`config.mk`:
```
export PLATFORM = sky130hd
export DESIGN_NAME = pdc_power_ctrl
export DESIGN_NICKNAME = d
export VERILOG_FILES = /design/src/pdc_pkg.sv /design/src/pdc_clk_div.sv /design/src/pdc_power_ctrl.sv
export SDC_FILE = /design/constraint.sdc
export NUM_CORES = 1
export LEC_CHECK = 0
export BUFFER_PORTS_ARGS = -buffer_cell sky130_fd_sc_hd__buf_2
export CAP_MARGIN = 20
export CORE_UTILIZATION = 55
export CTS_BUF_LIST = sky130_fd_sc_hd__clkbuf_4 sky130_fd_sc_hd__clkbuf_8
export DETAILED_ROUTE_END_ITERATION = 8
export PLACE_DENSITY_LB_ADDON = 0.3
export SYNTH_ARGS = -nofsm -noshare
export SYNTH_HDL_FRONTEND = slang
export SYNTH_SLANG_ARGS = --single-unit
```
`constraint.sdc`:
```
create_clock -name i_clk_sys -period 2.9 [get_ports i_clk_sys]
set_input_delay 0.145 -clock i_clk_sys [delete_from_list [all_inputs] [get_ports i_clk_sys]]
set_output_delay 0.145 -clock i_clk_sys [all_outputs]
set_load 0.1 [all_outputs]
```
`src/pdc_pkg.sv`:
```
// ==========================================================================
// Overview of operation
// wake wait counts 8192..16 states per select
// sleep-kind, low-speed, direct flags pick sleep target
// active divider: 0xx undivided, else /8../64
// sub divider of watch clock: /8, /4, /2
// new divider value applies only after sleep
// bit 6 puts two-wire bus in standby
// bit 5 puts async serial in standby
// bit 4 puts converter control in standby
// bit 3 watchdog standby unless internal oscillator
// bit 2 puts timer w in standby
// bit 1 puts timer v in standby
// bit 0 puts timer a in standby
// standby register bit 7 reads zero
// wait applied on wake into active/sleep; code waits only out of standby or subsleep, then goes to active
// sleep instruction target follows flag table
// software standby bit selects standby target
// writes to reserved standby bit ignored
package pdc_pkg;
    // ======================================================================
    // register map, one byte per index
    localparam logic [1:0] ADDR_WAIT_CTRL = 2'h0;
    localparam logic [1:0] ADDR_MODE_CLK = 2'h1;
    localparam logic [1:0] ADDR_PERIPH_SBY = 2'h2;
    localparam logic [1:0] ADDR_STATUS = 2'h3;
    localparam logic [7:0] RST_WAIT_CTRL = 8'h00;
    localparam logic [7:0] RST_MODE_CLK = 8'h00;
    localparam logic [7:0] RST_PERIPH_SBY = 8'h00;
    // ======================================================================
    // field positions
    localparam int POS_SOFT_STANDBY = 7;
    localparam int POS_WAIT_SEL_LO = 4;
    localparam int POS_SLEEP_KIND = 7;
    localparam int POS_LOW_SPEED = 6;
    localparam int POS_DIRECT = 5;
    localparam int POS_ACT_DIV_LO = 2;
    localparam int POS_SUB_DIV_LO = 0;
    localparam int POS_WDT_SBY = 3;
    localparam int POS_RESERVED_SBY = 7;
    localparam logic [7:0] PERIPH_SBY_MASK = 8'h7f;
    // ======================================================================
    // wake wait counts in states (system clock cycles)
    localparam int unsigned WAIT_CNT_0 = 8192;
    localparam int unsigned WAIT_CNT_1 = 16384;
    localparam int unsigned WAIT_CNT_2 = 32768;
    localparam int unsigned WAIT_CNT_3 = 65536;
    localparam int unsigned WAIT_CNT_4 = 131072;
    localparam logic [17:0] WAIT_CNT_5 = 18'h00400;
    localparam logic [17:0] WAIT_CNT_6 = 18'h00080;
    localparam logic [17:0] WAIT_CNT_7 = 18'h00010;
    // settling time software should reach, checked for status only
    localparam int unsigned CLK_PERIOD_PS = 4000;
    localparam longint unsigned SETTLE_MIN_PS = 64'd6500000000;
    localparam longint unsigned SETTLE_MIN_CYC =
        (SETTLE_MIN_PS + CLK_PERIOD_PS - 1) / CLK_PERIOD_PS;
    // divider ratios as log2
    localparam logic [2:0] ACT_SHIFT_BASE = 3'h3;
    localparam logic [2:0] SUB_SHIFT_DIV8 = 3'h3;
    localparam logic [2:0] SUB_SHIFT_DIV4 = 3'h2;
    localparam logic [2:0] SUB_SHIFT_DIV2 = 3'h1;
    // ======================================================================
    typedef enum logic [2:0] {
        PDC_ACTIVE,
        PDC_SLEEP,
        PDC_SUBACTIVE,
        PDC_SUBSLEEP,
        PDC_STANDBY,
        PDC_WAKE_WAIT
    } pdc_mode_t;
endpackage

```
`src/pdc_clk_div.sv`:
```
`timescale 1ns/100ps
// ==========================================================================
// power-of-two tick divider
module pdc_clk_div (
    // clock and reset
    input wire logic i_clk_sys,
    input wire logic i_rst,
    // source tick and ratio
    input wire logic i_tick,
    input wire logic [2:0] i_shift,
    // divided tick
    output logic o_tick
);
    logic [5:0] cnt;
    logic [5:0] next_cnt;
    logic next_tick;
    logic [5:0] mask;

    // mask of counter bits that must all be one before a tick passes
    always_comb begin
        mask = 6'((7'h01 << i_shift) - 7'h01);
        next_cnt = cnt;
        next_tick = 1'b0;
        if (i_tick) begin
            if ((cnt & mask) == mask) begin
                next_tick = 1'b1;
                next_cnt = 6'h00;
            end else begin
                next_cnt = cnt + 6'h01;
            end
        end
    end

    // registered so the tick is glitch free
    always_ff @(posedge i_clk_sys or posedge i_rst) begin
        if (i_rst) begin
            cnt <= 6'h00;
            o_tick <= 1'b0;
        end else begin
            cnt <= next_cnt;
            o_tick <= next_tick;
        end
    end
endmodule // pdc_clk_div

```
`src/pdc_power_ctrl.sv`:
```
`timescale 1ns/100ps
// ==========================================================================
// power-down and clock control
module pdc_power_ctrl #(
    parameter int unsigned P_WAIT_CNT_0 = pdc_pkg::WAIT_CNT_0,
    parameter int unsigned P_WAIT_CNT_1 = pdc_pkg::WAIT_CNT_1,
    parameter int unsigned P_WAIT_CNT_2 = pdc_pkg::WAIT_CNT_2,
    parameter int unsigned P_WAIT_CNT_3 = pdc_pkg::WAIT_CNT_3,
    parameter int unsigned P_WAIT_CNT_4 = pdc_pkg::WAIT_CNT_4
) (
    // clock and reset
    input wire logic i_clk_sys,
    input wire logic i_rst,
    // register port
    input wire logic [1:0] i_addr,
    input wire logic [7:0] i_wr_data,
    input wire logic i_wr,
    input wire logic i_rd,
    output logic [7:0] o_rd_data,
    // cpu events and status
    input wire logic i_sleep,
    input wire logic i_wake,
    input wire logic i_wdt_int_osc,
    // watch clock pin
    input wire logic i_watch_clk,
    // mode and clock outputs
    output logic [2:0] o_mode,
    output logic o_cpu_run,
    output logic o_periph_run,
    output logic o_clk_en,
    // module standby outputs, bit order as in the register
    output logic [6:0] o_mod_standby
);
    // ======================================================================
    // register state
    logic [7:0] wait_ctrl;
    logic [7:0] mode_clk;
    logic [7:0] periph_sby;
    logic [7:0] next_wait_ctrl;
    logic [7:0] next_mode_clk;
    logic [7:0] next_periph_sby;
    logic [7:0] next_rd_data;
    logic [6:0] next_mod_standby;

    // fields
    logic soft_standby_bit;
    logic [2:0] wake_wait_select;
    logic sleep_kind_select;
    logic low_speed_flag;
    logic direct_transfer_flag;
    logic [2:0] active_div;
    logic [1:0] sub_div;

    assign soft_standby_bit = wait_ctrl[pdc_pkg::POS_SOFT_STANDBY];
    assign wake_wait_select = wait_ctrl[pdc_pkg::POS_WAIT_SEL_LO +: 3];
    assign sleep_kind_select = mode_clk[pdc_pkg::POS_SLEEP_KIND];
    assign low_speed_flag = mode_clk[pdc_pkg::POS_LOW_SPEED];
    assign direct_transfer_flag = mode_clk[pdc_pkg::POS_DIRECT];
    assign active_div = mode_clk[pdc_pkg::POS_ACT_DIV_LO +: 3];
    assign sub_div = mode_clk[pdc_pkg::POS_SUB_DIV_LO +: 2];

    // ======================================================================
    // functions
    function automatic logic [2:0] act_shift(input logic [2:0] code);
        if (!code[2]) begin
            return 3'h0;
        end
        return pdc_pkg::ACT_SHIFT_BASE + {1'b0, code[1:0]};
    endfunction

    function automatic logic [2:0] sub_shift(input logic [1:0] code);
        if (code[1]) begin
            return pdc_pkg::SUB_SHIFT_DIV2;
        end
        return code[0] ? pdc_pkg::SUB_SHIFT_DIV4 : pdc_pkg::SUB_SHIFT_DIV8;
    endfunction

    function automatic logic [17:0] wait_count(input logic [2:0] sel);
        logic [17:0] cnt;
        unique case (sel)
            3'h0: cnt = 18'(P_WAIT_CNT_0);
            3'h1: cnt = 18'(P_WAIT_CNT_1);
            3'h2: cnt = 18'(P_WAIT_CNT_2);
            3'h3: cnt = 18'(P_WAIT_CNT_3);
            3'h4: cnt = 18'(P_WAIT_CNT_4);
            3'h5: cnt = pdc_pkg::WAIT_CNT_5;
            3'h6: cnt = pdc_pkg::WAIT_CNT_6;
            3'h7: cnt = pdc_pkg::WAIT_CNT_7;
        endcase
        return cnt;
    endfunction

    // ======================================================================
    // mode machine state
    pdc_pkg::pdc_mode_t mode;
    pdc_pkg::pdc_mode_t next_mode;
    logic [17:0] wait_cnt;
    logic [17:0] next_wait_cnt;
    logic [2:0] act_applied;
    logic [2:0] next_act_applied;
    logic [2:0] sub_applied;
    logic [2:0] next_sub_applied;
    logic sleep_take;
    logic wake_take;
    logic next_cpu_run;
    logic next_periph_run;
    logic next_clk_en;
    logic settle_short;

    // watch clock pin sync and edge
    logic watch_s1;
    logic watch_s2;
    logic watch_s3;
    logic watch_rise;
    logic act_tick;
    logic sub_tick;

    // sleep is only meaningful while the program runs
    assign sleep_take = i_sleep && (mode == pdc_pkg::PDC_ACTIVE ||
                                    mode == pdc_pkg::PDC_SUBACTIVE);
    assign wake_take = i_wake && (mode == pdc_pkg::PDC_SLEEP ||
                                  mode == pdc_pkg::PDC_SUBSLEEP ||
                                  mode == pdc_pkg::PDC_STANDBY);
    assign watch_rise = watch_s2 && !watch_s3;
    // status only: the selected wait is shorter than the settling time
    assign settle_short =
        64'(wait_count(wake_wait_select)) < pdc_pkg::SETTLE_MIN_CYC;

    // ======================================================================
    // register file next values
    always_comb begin
        next_wait_ctrl = wait_ctrl;
        next_mode_clk = mode_clk;
        next_periph_sby = periph_sby;
        next_rd_data = 8'h00;
        if (i_wr) begin
            unique case (i_addr)
                pdc_pkg::ADDR_WAIT_CTRL: next_wait_ctrl = i_wr_data & 8'hf0;
                pdc_pkg::ADDR_MODE_CLK: next_mode_clk = i_wr_data;
                // reserved top bit dropped so it always reads zero
                pdc_pkg::ADDR_PERIPH_SBY: next_periph_sby =
                    i_wr_data & pdc_pkg::PERIPH_SBY_MASK;
                default: ;
            endcase
        end
        if (i_rd) begin
            unique case (i_addr)
                pdc_pkg::ADDR_WAIT_CTRL: next_rd_data = wait_ctrl;
                pdc_pkg::ADDR_MODE_CLK: next_rd_data = mode_clk;
                pdc_pkg::ADDR_PERIPH_SBY: next_rd_data =
                    periph_sby & pdc_pkg::PERIPH_SBY_MASK;
                pdc_pkg::ADDR_STATUS: next_rd_data =
                    {3'h0, settle_short, o_cpu_run, o_mode};
            endcase
        end
        // watchdog keeps running on the internal oscillator
        next_mod_standby = periph_sby[6:0];
        next_mod_standby[pdc_pkg::POS_WDT_SBY] =
            periph_sby[pdc_pkg::POS_WDT_SBY] && !i_wdt_int_osc;
    end

    always_ff @(posedge i_clk_sys or posedge i_rst) begin
        if (i_rst) begin
            wait_ctrl <= pdc_pkg::RST_WAIT_CTRL;
            mode_clk <= pdc_pkg::RST_MODE_CLK;
            periph_sby <= pdc_pkg::RST_PERIPH_SBY;
            o_rd_data <= 8'h00;
            o_mod_standby <= 7'h00;
        end else begin
            wait_ctrl <= next_wait_ctrl;
            mode_clk <= next_mode_clk;
            periph_sby <= next_periph_sby;
            o_rd_data <= next_rd_data;
            o_mod_standby <= next_mod_standby;
        end
    end

    // ======================================================================
    // mode machine next values
    always_comb begin
        next_mode = mode;
        next_wait_cnt = wait_cnt;
        next_act_applied = act_applied;
        next_sub_applied = sub_applied;
        if (sleep_take) begin
            // dividers take the register value only here
            next_act_applied = act_shift(active_div);
            next_sub_applied = sub_shift(sub_div);
        end
        unique case (mode)
            pdc_pkg::PDC_ACTIVE, pdc_pkg::PDC_SUBACTIVE: begin
                if (sleep_take) begin
                    if (direct_transfer_flag) begin
                        next_mode = low_speed_flag ? pdc_pkg::PDC_SUBACTIVE
                                                   : pdc_pkg::PDC_ACTIVE;
                    end else if (soft_standby_bit) begin
                        next_mode = pdc_pkg::PDC_STANDBY;
                    end else begin
                        next_mode = sleep_kind_select ? pdc_pkg::PDC_SUBSLEEP
                                                      : pdc_pkg::PDC_SLEEP;
                    end
                end
            end
            pdc_pkg::PDC_SLEEP, pdc_pkg::PDC_SUBSLEEP, pdc_pkg::PDC_STANDBY: begin
                if (wake_take) begin
                    if (mode == pdc_pkg::PDC_SLEEP) begin
                        // oscillator never stopped, no settling needed
                        next_mode = low_speed_flag ? pdc_pkg::PDC_SUBACTIVE
                                                   : pdc_pkg::PDC_ACTIVE;
                    end else if (mode == pdc_pkg::PDC_SUBSLEEP && low_speed_flag) begin
                        next_mode = pdc_pkg::PDC_SUBACTIVE;
                    end else begin
                        next_mode = pdc_pkg::PDC_WAKE_WAIT;
                        next_wait_cnt = wait_count(wake_wait_select) - 18'h00001;
                    end
                end
            end
            pdc_pkg::PDC_WAKE_WAIT: begin
                if (wait_cnt == 18'h00000) begin
                    next_mode = pdc_pkg::PDC_ACTIVE;
                end else begin
                    next_wait_cnt = wait_cnt - 18'h00001;
                end
            end
            default: next_mode = pdc_pkg::PDC_ACTIVE;
        endcase
        next_cpu_run = next_mode == pdc_pkg::PDC_ACTIVE ||
                       next_mode == pdc_pkg::PDC_SUBACTIVE;
        next_periph_run = next_mode != pdc_pkg::PDC_STANDBY &&
                          next_mode != pdc_pkg::PDC_WAKE_WAIT;
        // subclock modes run from the watch clock divider
        if (mode == pdc_pkg::PDC_ACTIVE || mode == pdc_pkg::PDC_SLEEP) begin
            next_clk_en = act_tick;
        end else if (mode == pdc_pkg::PDC_SUBACTIVE || mode == pdc_pkg::PDC_SUBSLEEP) begin
            next_clk_en = sub_tick;
        end else begin
            next_clk_en = 1'b0;
        end
    end

    always_ff @(posedge i_clk_sys or posedge i_rst) begin
        if (i_rst) begin
            mode <= pdc_pkg::PDC_ACTIVE;
            wait_cnt <= 18'h00000;
            act_applied <= 3'h0;
            sub_applied <= pdc_pkg::SUB_SHIFT_DIV8;
            o_mode <= 3'h0;
            o_cpu_run <= 1'b1;
            o_periph_run <= 1'b1;
            o_clk_en <= 1'b0;
            watch_s1 <= 1'b0;
            watch_s2 <= 1'b0;
            watch_s3 <= 1'b0;
        end else begin
            mode <= next_mode;
            wait_cnt <= next_wait_cnt;
            act_applied <= next_act_applied;
            sub_applied <= next_sub_applied;
            o_mode <= next_mode;
            o_cpu_run <= next_cpu_run;
            o_periph_run <= next_periph_run;
            o_clk_en <= next_clk_en;
            watch_s1 <= i_watch_clk;
            watch_s2 <= watch_s1;
            watch_s3 <= watch_s2;
        end
    end

    // ======================================================================
    // clock dividers
    pdc_clk_div u_act_div (
        .i_clk_sys(i_clk_sys),
        .i_rst(i_rst),
        .i_tick(1'b1),
        .i_shift(act_applied),
        .o_tick(act_tick)
    );

    pdc_clk_div u_sub_div (
        .i_clk_sys(i_clk_sys),
        .i_rst(i_rst),
        .i_tick(watch_rise),
        .i_shift(sub_applied),
        .o_tick(sub_tick)
    );

    logic [17:0] hold_cnt;
    logic [17:0] hold_target;
    always_ff @(posedge i_clk_sys or posedge i_rst) begin
        if (i_rst) begin
            hold_cnt <= 18'h00000;
            hold_target <= 18'h00000;
        end else if (mode != pdc_pkg::PDC_WAKE_WAIT) begin
            hold_cnt <= 18'h00000;
            hold_target <= wait_count(wake_wait_select);
        end else begin
            hold_cnt <= hold_cnt + 18'h00001;
        end
    end
endmodule // pdc_power_ctrl

```
# --- Word-level counts from Yosys, hierarchy flattened ---
# Memories as Yosys holds them, arrays and structs flattened.
# Index checks and enable logic that the tools add are counted.
classes:
  n_addsub: 7
  div_mod_pow: 0
  n_lt_le_gt_ge: 0
  n_reduce_logical: 25
  muxes: 37
  bitwise: 2
  n_mul: 0
  n_eq_ne: 17
  n_shift: 2
ops:
  columns: ["op", "n"]
  rows:
  - ["18-bit two-way mux", 8]
  - ["18-bit case mux with 2 select lines", 1]
  - ["18-bit by 1-bit subtractor with 18-bit output (second input constant)", 2]
  - ["3-bit two-way mux", 11]
  - ["8-bit case mux with 4 select lines", 1]
  - ["18-bit zero test", 1]
  - ["6-bit by 1-bit adder with 6-bit output (second input constant)", 2]
  - ["6-bit bitwise AND", 2]
  - ["6-bit == test", 2]
  - ["6-bit two-way mux", 2]
  - ["1-bit by 3-bit left shift with 6-bit output (first input constant)", 2]
  - ["6-bit by 1-bit subtractor with 6-bit output (second input constant)", 2]
  - ["1-bit two-way mux", 10]
  - ["3-bit by 2-bit == test with 1-bit output (second input constant)", 3]
  - ["3-bit case mux with 3 select lines", 1]
  - ["8-bit two-way mux", 1]
  - ["2-bit inequality test (second input constant)", 4]
  - ["3-bit == test (second input constant)", 2]
  - ["1-bit logical AND", 6]
  - ["3-bit zero test", 2]
  - ["1-bit logical OR", 6]
  - ["3-bit inequality test (second input constant)", 2]
  - ["2-bit AND reduction", 3]
  - ["5-bit AND reduction", 1]
  - ["10 further kinds", 13]
word_totals:
  latchBits: 0
  regBits: 81
  output_inout_bits: 21
  mem_count: 1
  ram_bits: 0
  romBits: 64
memory_table:
  columns: ["name", "depth", "width", "rd", "rd_ports_with_merged_regs", "write_ports", "line_no", "rtl"]
  rows:
  - ["(name not given)", 8, 8, 1, 0, 0, "pdc_power_ctrl.sv:80", "unique case (sel)"]

# --- Longest topological paths before layout ---
# Gate-level depths: netlist of the first run.
logic_depth:
  depth_word: 11
  depth_mapped: 7

# --- Hierarchy ---
# A second synthesis of the first run with hierarchy kept.
unflattened:
  hier_cells: 389
  hier_area_um2: 4000.1
modules_own_cells:
  columns: ["mod", "area_each_um2", "cells_per_inst", "instances"]
  rows:
  - ["pdc_power_ctrl", 3196.8, 307, 1]
  - ["pdc_clk_div", 401.6, 41, 2]

# --- Least setup slack after synthesis of the first run ---
# OpenSTA, ideal clock, no wires.
synth_path:
  kind: "register to register"
  startpoint: "register mode[0]"
  endpoint: "register wait_cnt[11]"
  t_arrival_ns: 2.189
  setup_time_ns: 0.126
  setup_slack_ns: 0.584
  n_path_buf: 2
  stages_incl_launch_ff: 6
  cell_sequence: "dfrtp_1 -> clkbuf_1 -> nand4bb_1 -> o22a_1 -> clkbuf_1 -> a221o_1"
synth_via:
  elab_chain_len: 6
  elab_cells_between_ends: 16
  cone_classes: "8 x eq/ne; 1 x mux; 7 x reduce/logical"
synth_lines:
  columns: ["element", "line_no", "rtl"]
  rows:
  - ["start: declaration", "pdc_power_ctrl.sv:95", "pdc_pkg::pdc_mode_t mode;"]
  - ["start signal: assignment", "pdc_power_ctrl.sv:243", "mode <= pdc_pkg::PDC_ACTIVE;"]
  - ["start signal: assignment", "pdc_power_ctrl.sv:255", "mode <= next_mode;"]
  - ["3-bit by 1-bit == test with 1-bit output / 3-bit by 2-bit == test with 1-bit output (equally long branches)", null, null]
  - ["1-bit logical OR", "pdc_power_ctrl.sv:121", "assign wake_take = i_wake && (mode == pdc_pkg::PDC_SLEEP ||"]
  - ["1-bit logical OR", "pdc_power_ctrl.sv:122", "mode == pdc_pkg::PDC_SUBSLEEP ||"]
  - ["1-bit logical AND", "pdc_power_ctrl.sv:121", null]
  - ["2-bit inequality test (no source line)", null, null]
  - ["5-bit AND reduction (no source line)", null, null]
  - ["end signal: assignment", "pdc_power_ctrl.sv:256", "wait_cnt <= next_wait_cnt;"]
  - ["end: declaration", "pdc_power_ctrl.sv:97", "logic [17:0] wait_cnt;"]
# Several ways; a longest one is shown, not always the timed one.
# A chain may end at the register's enable or synchronous reset.

# --- Worst setup path in the final report of the first run ---
layout_path:
  startpoint: "register wait_cnt[0]"
  endpoint: "register wait_cnt[17]"
layout_via:
  elab_chain_len: 3
  elab_cells_between_ends: 6
  cone_classes: "1 x add/sub; 1 x eq/ne; 2 x mux; 2 x reduce/logical"
layout_lines:
  columns: ["element", "line_no"]
  rows:
  - ["18-bit by 1-bit subtractor with 18-bit output / 18-bit zero test (equally long branches)", "pdc_power_ctrl.sv:222, pdc_power_ctrl.sv:219"]
  - ["18-bit two-way mux / 2-bit inequality test (equally long branches)", null]
  - ["18-bit case mux with 2 select lines / 5-bit AND reduction (equally long branches)", null]
# Several ways; a longest one is shown, not always the timed one. The select of a mux whose other input is x is not followed.

==> flow_results.org, run 1 <==
** Die
- The region available for standard cell placement spans 6760 um^2.
- The floorplan has 30 rows.
- 39 I/O pins were placed.
- The die covers 7310 um^2.
- From bottom edge to top edge, the die measures 85.5 um.
- The floorplan step set the die width to 85.5 um.
- For this configuration, the core starts out at a cell density of 56.7%.

** Synthesis
- Synthesis produced a netlist with a net count of 385.
- Synthesized netlist cell count :: 361
- The synthesized netlist devotes 18.4% of its cell area to simple gates.
- Portion of netlist area occupied by mux cells :: 8.62%
- The synthesized design contains 0 enable-type register cells.
- Adder-Cell Fraction of Synth Area :: 1.96%
- In this run the cell area of the synthesized design comes to 3830 um^2.
- Post-synthesis share of cell area spent on xor and xnor gates :: 1.14%
- After synthesis, the share of flip-flops with an asynchronous set or reset is 100%.
- Sequential fraction of the synthesis area :: 50.4%
- Among all flip-flop cells after synthesis, the most frequent one is dfrtp_1.
- Total number of yosys warnings :: 0
- Compound-gate portion of the synthesized area :: 15.7%
- Synthesis inferred 77 register bits.
- Main combinational cell family by area after synthesis :: simple AND/OR/NAND/NOR gates
- Average cell area after synthesis :: 10.6 um^2
- The number of different library cells used by synthesis comes to 59.

** CTS
- The clock reaches the later pin of the worst-skew pair after 0.34 ns.
- Bufs on Longest Clock Path :: 2
- In this run, post-CTS repair resized a total of 0 instances.
- The cell sitting at the root of the clock tree is a clkbuf_8.
- Post-CTS timing repair inserted 0 buffers for setup.
- TritonCTS clock tree :: yes
- Total clock sinks :: 77
- After clock tree synthesis, the clock-pin slew on the worst setup and hold paths is 0.08 ns.
- Buffers inserted during clock tree synthesis total 9.
- The number of hold buffers added after CTS was 3.
- In this run the number of H-tree levels came out at 3.

** Power and ir drop
- Switching part of the total power :: 43.2%
- Clk pwr share :: 20.8%
- The analysis attributes to net switching a power of 1.84 mW.
- Across the VDD grid, the largest voltage drop is 0.662 mV.
- Power spread over the standard cell area amounts to 988 nW/um^2.
- The internal portion of the total power is 2.42 mW.
- Comb pwr share :: 37.5%
- Sequential cells account for 41.7% of the total power.
- Leak pwr :: 1.92 nW

** Global routing
- The first global-routing pass estimated 13700 um of wire.
- The number of global-route vias before repair is 2875.
- Global routing finished with a remaining overflow of 0.
- GRT Overall Usage :: 24.1%
- Largest net degree at the start of global routing :: 63
- Number of antenna violations at the first check in global routing :: 0

** Critical path
- The worst setup path is launched from a register.
- Worst-path cell chain :: inv_1 > ha_1 > nor4b_4 > and3_1 > a21o_1 > o221ai_1
- Largest stage delay on the critical path :: 0.46 ns
- Critical path buffer and inverter count :: 1
- Worst setup EP type :: register
- The slowest stage of the critical path is the and3_1 cell.
- Data on the critical path arrives at its endpoint at 2.45 ns.
- Largest fanout on the critical path :: 9
- Cell family contributing the most delay on the critical path :: simple AND/OR/NAND/NOR gates
- Crit Path Category :: reg -> reg
- Required time reported for the critical path endpoint :: 3.10 ns

** Routing
- The detailed router finished its first iteration with 264 violations.
- The pre-antenna-repair detailed-routing pass consisted of 5 iterations.
- Remaining DRCs :: 0
- Total number of vias :: 2964
- Post-DR vias/cell :: 6.12
- Final Routed Wirelength :: 8000 um
- Average wire per cell in the routed design :: 16.5 um
- Residual antenna-violating net count after detailed routing :: 0

** Placed design
- Port Buf Inserts :: 38
- Weighted congestion at the end of routability-driven global placement :: 0.832
- Placed wire-length estimate after detailed placement :: 5420 um

** Flow run
- Number of max-cap violations :: 0

** Layout
- Cells with a size suffix above 1 make up 23.5% of the layout.
- Area delta synth->final :: 12.6%
- The library cell used most frequently in the layout, excluding fill and tap cells, is dfrtp_1.
- Most frequent cells in the layout :: 73 x dfrtp_1, 38 x buf_2, 26 x nand2_1
- Final Net Count :: 423
- The repair_antennas step left the layout with diodes totalling 0.

** Timing
- Final-layout worst hold slack :: 0.0521 ns
- Final period utilization :: 77.4%
- The number of max-slew violations in the final report was 0.
- Setup-failing EPs final :: 0
- Post-route clock skew :: 0.00784 ns
- The clock period could shrink to 2.24 ns.
- Sum of negative setup slack :: 0 ns
- Unrepaired setup endpoints after global routing :: no
- Total count of hold-check failures in the final report :: 0
- Max-Slew Margin vs Limit :: 46.1%
- Transition time at the pin with the least slew margin :: 0.808 ns
- Timing would allow up to 445 MHz.

** Status
- Status :: finished, final reports clean

** Worst hold path
- Hold crit path type :: in -> reg
==> layout make-up <==
| type | instances | area [um^2] |
|---|---|---|
| well taps | 80 | 100 |
| inverters | 14 | 52.6 |
| clock buffers | 10 | 131 |
| repair buffers | 44 | 255 |
| clock inverters | 6 | 87.6 |
| flip-flops and latches | 77 | 1930 |
| fillers | 524 | 2440 |
| multi-input cells | 253 | 1760 |
==> registers in the layout, indices dropped and copies added (netlist names), 2 cells and up <==
signal	count
mode	3
u_sub_div.cnt	3
wait_cnt	18
u_act_div.cnt	6
o_rd_data	8
mode_clk	8
sub_applied	2
wait_ctrl	4
act_applied	3
o_mod_standby	7
periph_sby	7
==> routing by layer <==
metal | GRT usage, % | vias up | routed length (um)
li1 | - | 1388 | -
met1 | 32.8 | 1455 | 3630
met2 | 38.5 | 106 | 3830
met3 | 5.16 | 15 | 404
met4 | 8.18 | 0 | 131
met5 | 0 | - | 0
==> Yosys cell counts (3+ instances only) <==
cell type	instances	area (um^2)
ha_1	6	75.1
dfrtp_1	73	1830
a21boi_0	3	22.5
o211ai_1	4	30.0
nand2_1	26	97.6
o21ai_0	25	125
o22ai_1	7	43.8
nor2b_1	11	68.8
dfstp_2	4	105
and3_1	5	31.3
a211oi_1	4	30.0
mux2i_1	6	60.1
clkbuf_1	10	37.5
inv_1	14	52.6
nand4_1	4	25.0
nand3b_1	5	37.5
a221o_1	3	30.0
xnor2_1	4	35.0
nand3_1	9	45.0
o31ai_1	4	30.0
nor2_1	20	75.1
nor3_2	3	30.0
and2_1	7	43.8
nand2b_1	9	56.3
a21oi_1	8	40.0
buf_2	3	15.0
nor3_1	7	35.0
or3_1	4	25.0
nor4_1	3	18.8
buf_6	3	33.8
mux2_2	24	270
a31oi_1	3	18.8
a22oi_1	7	52.6
==> kinds of logic after synthesis <==
kind of cell,Yosys count
buf+inv,31
mux,30
xor+xnor,5
flops,77
fa+ha+maj,6
compound gates,88
simple gates,124
==> per-stage QoR <==
stage / area [um^2] / worst slack (ns) / cells / power (mW) / utilization (%)
after floorplan: 3830 / 0.584 / 361 / 3.05 / -
after global placement: 4070 / 0.785 / 465 / 3.32 / 60.2
after detailed placement: 4070 / 0.722 / 465 / 3.37 / 60.2
after CTS: 4320 / 0.699 / 484 / 4.27 / 63.9
after global routing: 4320 / 0.480 / 484 / 4.52 / 63.9
final: 4320 / 0.655 / 484 / 4.26 / 63.9
==> power by group through the flow <==
| stage | Clock, mW | Sequential, mW | Combinational (mW) |
|---|---|---|---|
| 6_report | 0.886 | 1.78 | 1.60 |
| 4_1_cts | 0.902 | 1.77 | 1.60 |
| 2_1_floorplan | 0 | 2.15 | 0.905 |
| 3_3_place_gp | 0 | 1.77 | 1.55 |
| 3_5_place_dp | 0 | 1.79 | 1.58 |
| 5_1_grt | 0.943 | 1.83 | 1.74 |
==> final timing paths <==
kind                               from            end  slack [ns]  depth (start not counted)
setup / recovery            wait_cnt[0]   wait_cnt[17]        0.66                          6
hold / removal             i_wr_data[3]  periph_sby[3]        0.05                          2
setup reg to reg            wait_cnt[0]   wait_cnt[17]        0.66                          6
hold reg to reg                watch_s1       watch_s2        0.37                          0
max in group asynchronous         i_rst      o_cpu_run        1.89                          4
min in group asynchronous         i_rst    wait_cnt[6]        0.32                          3
No activity file was read; power rests on OpenSTA's default activity.
==> run 2, diff against run 1 <==
==> constraint.sdc (replaced) <==
create_clock -name i_clk_sys -period 2.32 [get_ports i_clk_sys]
set_input_delay 0.116 -clock i_clk_sys [delete_from_list [all_inputs] [get_ports i_clk_sys]]
set_output_delay 0.116 -clock i_clk_sys [all_outputs]
set_load 0.1 [all_outputs]
==> flow_results.org, run 2 (synthesis results as in run 1) <==
** Timing
- Final worst-path setup slack :: 0.391 ns
- Maximum clock rate :: 518 MHz
- Hold is met by 0.0127 ns.
- For the pin with the worst max-slew slack, the measured transition is 0.721 ns.
- Slew Viols, Final :: 0
- Summed over all failing endpoints, the final setup total negative slack is 0 ns.
- Unrepaired setup endpoints after global routing :: no
- Setup-failing EPs final :: 0
- The clock period could shrink to 1.93 ns.
- Total count of hold-check failures in the final report :: 0
- On the final layout, the worst clock skew is 0.00820 ns.
- Measured against its own limit, the worst slew margin works out to 51.8%.
- Of the available clock period, the critical path in the final layout requires 83.1%.

** Die
- For this design the top-level I/O count stands at 39.
- Die span in x :: 85.5 um
- In this run the vertical extent of the chip is 85.5 um.
- Initial core utilization :: 56.7%
- The floorplan step defined a die boundary enclosing 7310 um^2.
- Core Box Area :: 6760 um^2
- Number of cell rows :: 30

** CTS
- The H-tree generated during clock tree synthesis spans 3 levels.
- Counting the buffers created by CTS gives 9.
- Total clock sinks :: 77
- Buffers added to address setup during post-CTS repair amount to 0.
- Worst-skew pair later-pin latency :: 0.35 ns
- Counting along the longest clock path gives a buffer depth of 2.
- Number of buffers inserted for hold repair after clock tree synthesis :: 3
- Root cell of the clock tree :: clkbuf_8
- TritonCTS built the clock tree.
- Resize count post-CTS :: 0
- Clock-pin slew was measured on the worst setup and hold paths at 0.08 ns.

** Routing
- Starting DRT DRC Count :: 268
- Remaining DRCs :: 0
- The detailed router placed 2903 vias in this run.
- Residual antenna-violating net count after detailed routing :: 0
- Dividing the detail-routed wire length by the instance count gives 16.4 um.
- Final Routed Wirelength :: 8010 um
- Length of the first detailed-routing pass in iterations :: 4
- After detailed routing, the number of vias per cell comes to 5.92.

** Layout
- Largest register FFs :: 18
- Most frequent cells in the layout :: 73 x dfrtp_1, 38 x buf_2, 26 x nand2_1
- From synthesis to final layout, the design area changed by 13.3%.
- Diodes inserted :: 0
- Counting the fill cells in the layout gives 508.
- Top Registers :: wait_cnt (18), mode_clk (8), o_rd_data (8)
- Final standard cell utilization of the core :: 64.3%
- Layout cell share with drive strength beyond 1 :: 24.6%
- Counting flops per register, the top entry is wait_cnt.
- Leaving out fill and tap cells, the most frequent cell in the layout is dfrtp_1.
- After the last flow step, the layout net total stands at 429.

** Power and ir drop
- Total chip power :: 5.25 mW
- IR analysis of the VDD net gives a maximum drop of 0.918 mV.
- Switch Pwr :: 2.29 mW
- Power share of the sequential group :: 42.2%
- Of the total power, combinational logic draws 38.6%.
- Cell-internal power :: 2.95 mW
- Net switching is 43.7% of the power.
- Pwr per Cell Area :: 1210 nW/um^2
- For this design the static power due to leakage is 1.94 nW.
- Clk pwr share :: 19.2%

** Global routing
- Number of global-route vias before repair :: 2832
- Largest net degree at the start of global routing :: 35
- GRT Overall Usage :: 24.1%
- The first global-routing pass estimated 13700 um of wire.
- For this run the aggregate overflow at the end of global routing stands at 0.
- Number of antenna violations at the first check in global routing :: 0

** Critical path
- The largest individual stage delay along the critical path comes from the cell dfrtp_1.
- At the worst endpoint, the arrival time is 2.14 ns.
- Crit Path Category :: reg -> reg
- Critical path startpoint category :: register
- Largest stage delay on the critical path :: 0.42 ns
- Cell family contributing the most delay on the critical path :: simple AND/OR/NAND/NOR gates
- Worst setup EP type :: register
- Along the worst path, the maximum fanout reaches 9.
- Required time reported for the critical path endpoint :: 2.53 ns
- Worst-path cell chain :: inv_1 > ha_1 > nor4b_4 > and3_1 > a21o_1 > o211ai_1
- The number of buffers and inverters on the critical path is 1.

** Placed design
- Port Buf Inserts :: 38
- Before CTS, the worst setup slack after placement is 0.414 ns.
- At the end of routability-driven placement, the weighted congestion stood at 0.811.
- Placed wire-length estimate after detailed placement :: 5730 um

** Flow run
- Max-cap violations in this run came to 0.

** Status
- The flow ran to the end, and the final reports show no timing, DRC or antenna violations.

** Worst hold path
- Hold crit path type :: in -> reg
run 2: cell types whose count changed in the layout (fill, tap and decap cells not counted), sizes merged:
cell      delta
clkbuf       +1
buf          +6
clkinv       -2
clkinvlp     +1
inv          +1
bufinv       -1
run 2: cell type report:
type / instances / area [um^2] / share of cell area (%)
clock buffers: 11 / 139 / 3.20
clock inverters: 5 / 60.1 / 1.38
inverters: 14 / 52.6 / 1.21
multi-input cells: 253 / 1760 / 40.5
flip-flops and latches: 77 / 1930 / 44.5
well taps: 80 / 100 / 2.31
repair buffers: 50 / 300 / 6.92
run 2: path summary, 6_finish.rpt:
check,start,endpoint,slack (ns),cells after the start
min,i_wr_data[0],periph_sby[0],0.01,2
min reg2reg,watch_s1,watch_s2,0.37,0
max,wait_cnt[0],wait_cnt[15],0.39,6
max in group asynchronous,i_rst,o_rd_data[2],1.32,4
min in group asynchronous,i_rst,act_applied[2],0.34,3
max reg2reg,wait_cnt[0],wait_cnt[15],0.39,6
run 2: power by group through the flow:
stage | combinational, mW | clock (mW) | sequential [mW]
final | 2.03 | 1.00 | 2.22
after global routing | 2.22 | 1.08 | 2.28
after CTS | 2.03 | 1.02 | 2.21
after detailed placement | 2.02 | 0 | 2.23
after global placement | 1.98 | 0 | 2.21
after floorplan | 1.13 | 0 | 2.69
run 2: routing by layer:
layer / GRT usage (%) / part of all wire (%) / wire [um] / vias up
li1: - / - / - / 1407
met1: 34.4 / 46 / 3680 / 1413
met2: 36.9 / 48 / 3830 / 77
met3: 4.57 / 5.5 / 441 / 6
met4: 8.94 / 0.76 / 61 / 0
met5: 0 / 0 / 0 / -
run 2: stage by stage:
step | std cells | cell area (um^2)
after global routing | 490 | 4340
after detailed placement | 471 | 4110
final | 490 | 4340
after global placement | 471 | 4110
after floorplan | 361 | 3830
after CTS | 490 | 4340
==> run 3, diff against run 2 <==
==> constraint.sdc (replaced) <==
create_clock -name i_clk_sys -period 2 [get_ports i_clk_sys]
set_input_delay 0.1 -clock i_clk_sys [delete_from_list [all_inputs] [get_ports i_clk_sys]]
set_output_delay 0.1 -clock i_clk_sys [all_outputs]
set_load 0.1 [all_outputs]
==> flow_results.org, run 3 (synthesis results as in run 1) <==
** Timing
- Total count of hold-check failures in the final report :: 0
- For the pin with the worst max-slew slack, the measured transition is 0.646 ns.
- Slew Viols, Final :: 0
- For this run, the top clock speed supported by timing is 539 MHz.
- Sum of negative setup slack :: 0 ns
- Min Tclk post-route :: 1.86 ns
- Unrepaired setup endpoints after global routing :: no
- Setup-failing EPs final :: 0
- Final period utilization :: 92.8%
- The clock arrives with 0.00843 ns of skew.
- Max-Slew Margin vs Limit :: 56.8%

** CTS
- Root cell of the clock tree :: clkbuf_8
- At the later pin of the worst-skew pair, clock insertion delay measures 0.35 ns.
- Clock-pin slew was measured on the worst setup and hold paths at 0.09 ns.
- Clock tree synthesis inserted a total of 9 buffers.
- The tree built by TritonCTS fans out to 77 sinks.
- The H-tree generated during clock tree synthesis spans 3 levels.
- Number of setup buffers added after CTS :: 0
- TritonCTS clock tree :: yes
- Bufs on Longest Clock Path :: 2

** Power and ir drop
- For this design the ratio of total power to cell area is 1390 nW/um^2.
- The analysis attributes to cell leakage a power of 2.00 nW.
- Largest vdd supply drop :: 0.934 mV

** Global routing
- Number of antenna violations at the first check in global routing :: 0
- In the global route stage, overall resource usage came out at 24.6%.
- First-pass GRT wire length :: 13900 um
- Global routing finished with a remaining overflow of 0.
- The number of global-route vias before repair was 2924.
- Entering global routing, the biggest net connects 78 pins.

** Layout
- Leaving out fill and tap cells, the most frequent cell in the layout is dfrtp_1.
- Final Net Count :: 444
- The register with the most flip-flops in the layout has 18 of them.
- The repair_antennas step left the layout with diodes totalling 0.
- Cells with a size suffix above 1 make up 26.8% of the layout.
- Top Registers :: wait_cnt (18), mode_clk (8), o_rd_data (8)
- Most frequent cells in the layout :: 70 x dfrtp_1, 38 x buf_2, 26 x nand2_1
- Largest reg by FF count :: wait_cnt
- Fill cell count :: 515
- Across the whole layout, storage elements account for 1940 um^2.
- In the final layout, the multi-input gates occupy 1760 um^2.
- Post-route design area :: 4490 um^2
- Compared with the post-synthesis result, the final layout area differs by 17.0%.

** Routing
- In this run the remaining antenna-violating nets after routing total 0.
- Final Routed Wirelength :: 8230 um
- Starting DRT DRC Count :: 182
- Remaining DRCs :: 0
- Average wire per cell in the routed design :: 16.3 um
- Detailed routing inserted a total of 2966 vias.
- For this run, the detailed router's first-pass iteration total came to 4.
- After detailed routing, the number of vias per cell comes to 5.87.

** Placed design
- Weighted congestion at the end of routability-driven global placement :: 0.865
- Placed standard-cell area :: 4190 um^2
- The count of buffers added on input and output ports is 38.
- Placed wire-length estimate after detailed placement :: 5640 um

** Critical path
- Largest fanout on the critical path :: 6
- The worst setup path is of the reg -> reg kind.
- Worst setup EP type :: register
- Critical path startpoint category :: register
- Data on the critical path is required at its endpoint by 2.24 ns.
- STA puts the critical path data arrival time at 2.10 ns.

** Die
- Die span in x :: 85.5 um
- IO Count :: 39
- In this run the core area contains 30 standard-cell rows.
- Die height :: 85.5 um
- The initial utilization of the core area, before any placement, comes to 56.7%.
- The floorplan step defined a die boundary enclosing 7310 um^2.
- The total area inside the core boundary comes to 6760 um^2.

** Flow run
- Across the run, the number of max-cap violations was 0.

** Worst hold path
- The min-delay analysis places its worst path in the category in -> reg.

** Status
- Status :: finished, final reports clean
run 3: changes by cell type in the layout (fill, tap and decap cells not counted), sizes merged:
cell	previous run	this run
clkbuf	11	9
inv	15	17
dlygate4sd3	3	9
buf	47	56
clkinvlp	1	2
clkinv	2	1
run 3: final cells by class:
class / instances / area share (%)
Sequential cell: 77 / 43.2
Multi-Input combinational cell: 253 / 39.2
Tap cell: 80 / 2.23
Timing Repair Buffer: 65 / 9.54
Clock buffer: 9 / 2.76
Clock inverter: 7 / 1.79
Inverter: 14 / 1.26
run 3: worst max-delay path: stages, from the launching register on:
cell and delay (ns):
dfrtp_1 0.42, inv_1 0.07, ha_1 0.19, nor4b_4 0.22, and3_1 0.34, a21oi_1 0.18
a221o_1 0.32
run 3: worst paths after layout:
check                        startpoint             to  slack [ns]  cells after the start
min in group asynchronous         i_rst  periph_sby[6]        0.42                      4
max reg2reg                 wait_cnt[0]   wait_cnt[13]        0.14                      6
min reg2reg                    watch_s1       watch_s2        0.36                      0
max                         wait_cnt[0]   wait_cnt[13]        0.14                      6
min                        i_wr_data[6]  periph_sby[6]        0.04                      2
max in group asynchronous         i_rst   o_periph_run        1.22                      4
run 3: metal layers:
metal  share of wire, %  up-vias  GRT usage (%)
li1                   -     1436              -
met1                 45     1429           32.8
met2                 48       86           38.9
met3                5.8       15           6.71
met4                2.0        0           8.94
met5                  0        -              0
run 3: per-stage QoR:
| step | instances | setup slack (ns) | power [mW] | hold WS, ns | utilization [%] |
|---|---|---|---|---|---|
| final | 505 | 0.144 | 6.23 | 0.0402 | 66.4 |
| after floorplan | 361 | 0.0457 | 4.44 | 0.131 | - |
| after CTS | 505 | 0.0864 | 6.24 | 0.0200 | 66.4 |
| after global routing | 505 | 0.00239 | 6.61 | 0.0351 | 66.4 |
| after global placement | 480 | 0.177 | 4.92 | 0.210 | 62.0 |
| after detailed placement | 480 | 0.115 | 5.01 | 0.209 | 62.0 |
run 3: report_power, final:
group / internal [mW] / switching [mW] / leakage, nW
sequential: 2.06 / 0.512 / 0.926
combinational: 0.824 / 1.62 / 0.972
clock: 0.596 / 0.623 / 0.103
run 3: repair_timing:
item	in CTS	in global routing
hold endpoints to repair	86	0
endpoints found under the setup margin	0	5
resized for setup	0	1
hold buffers	9	0
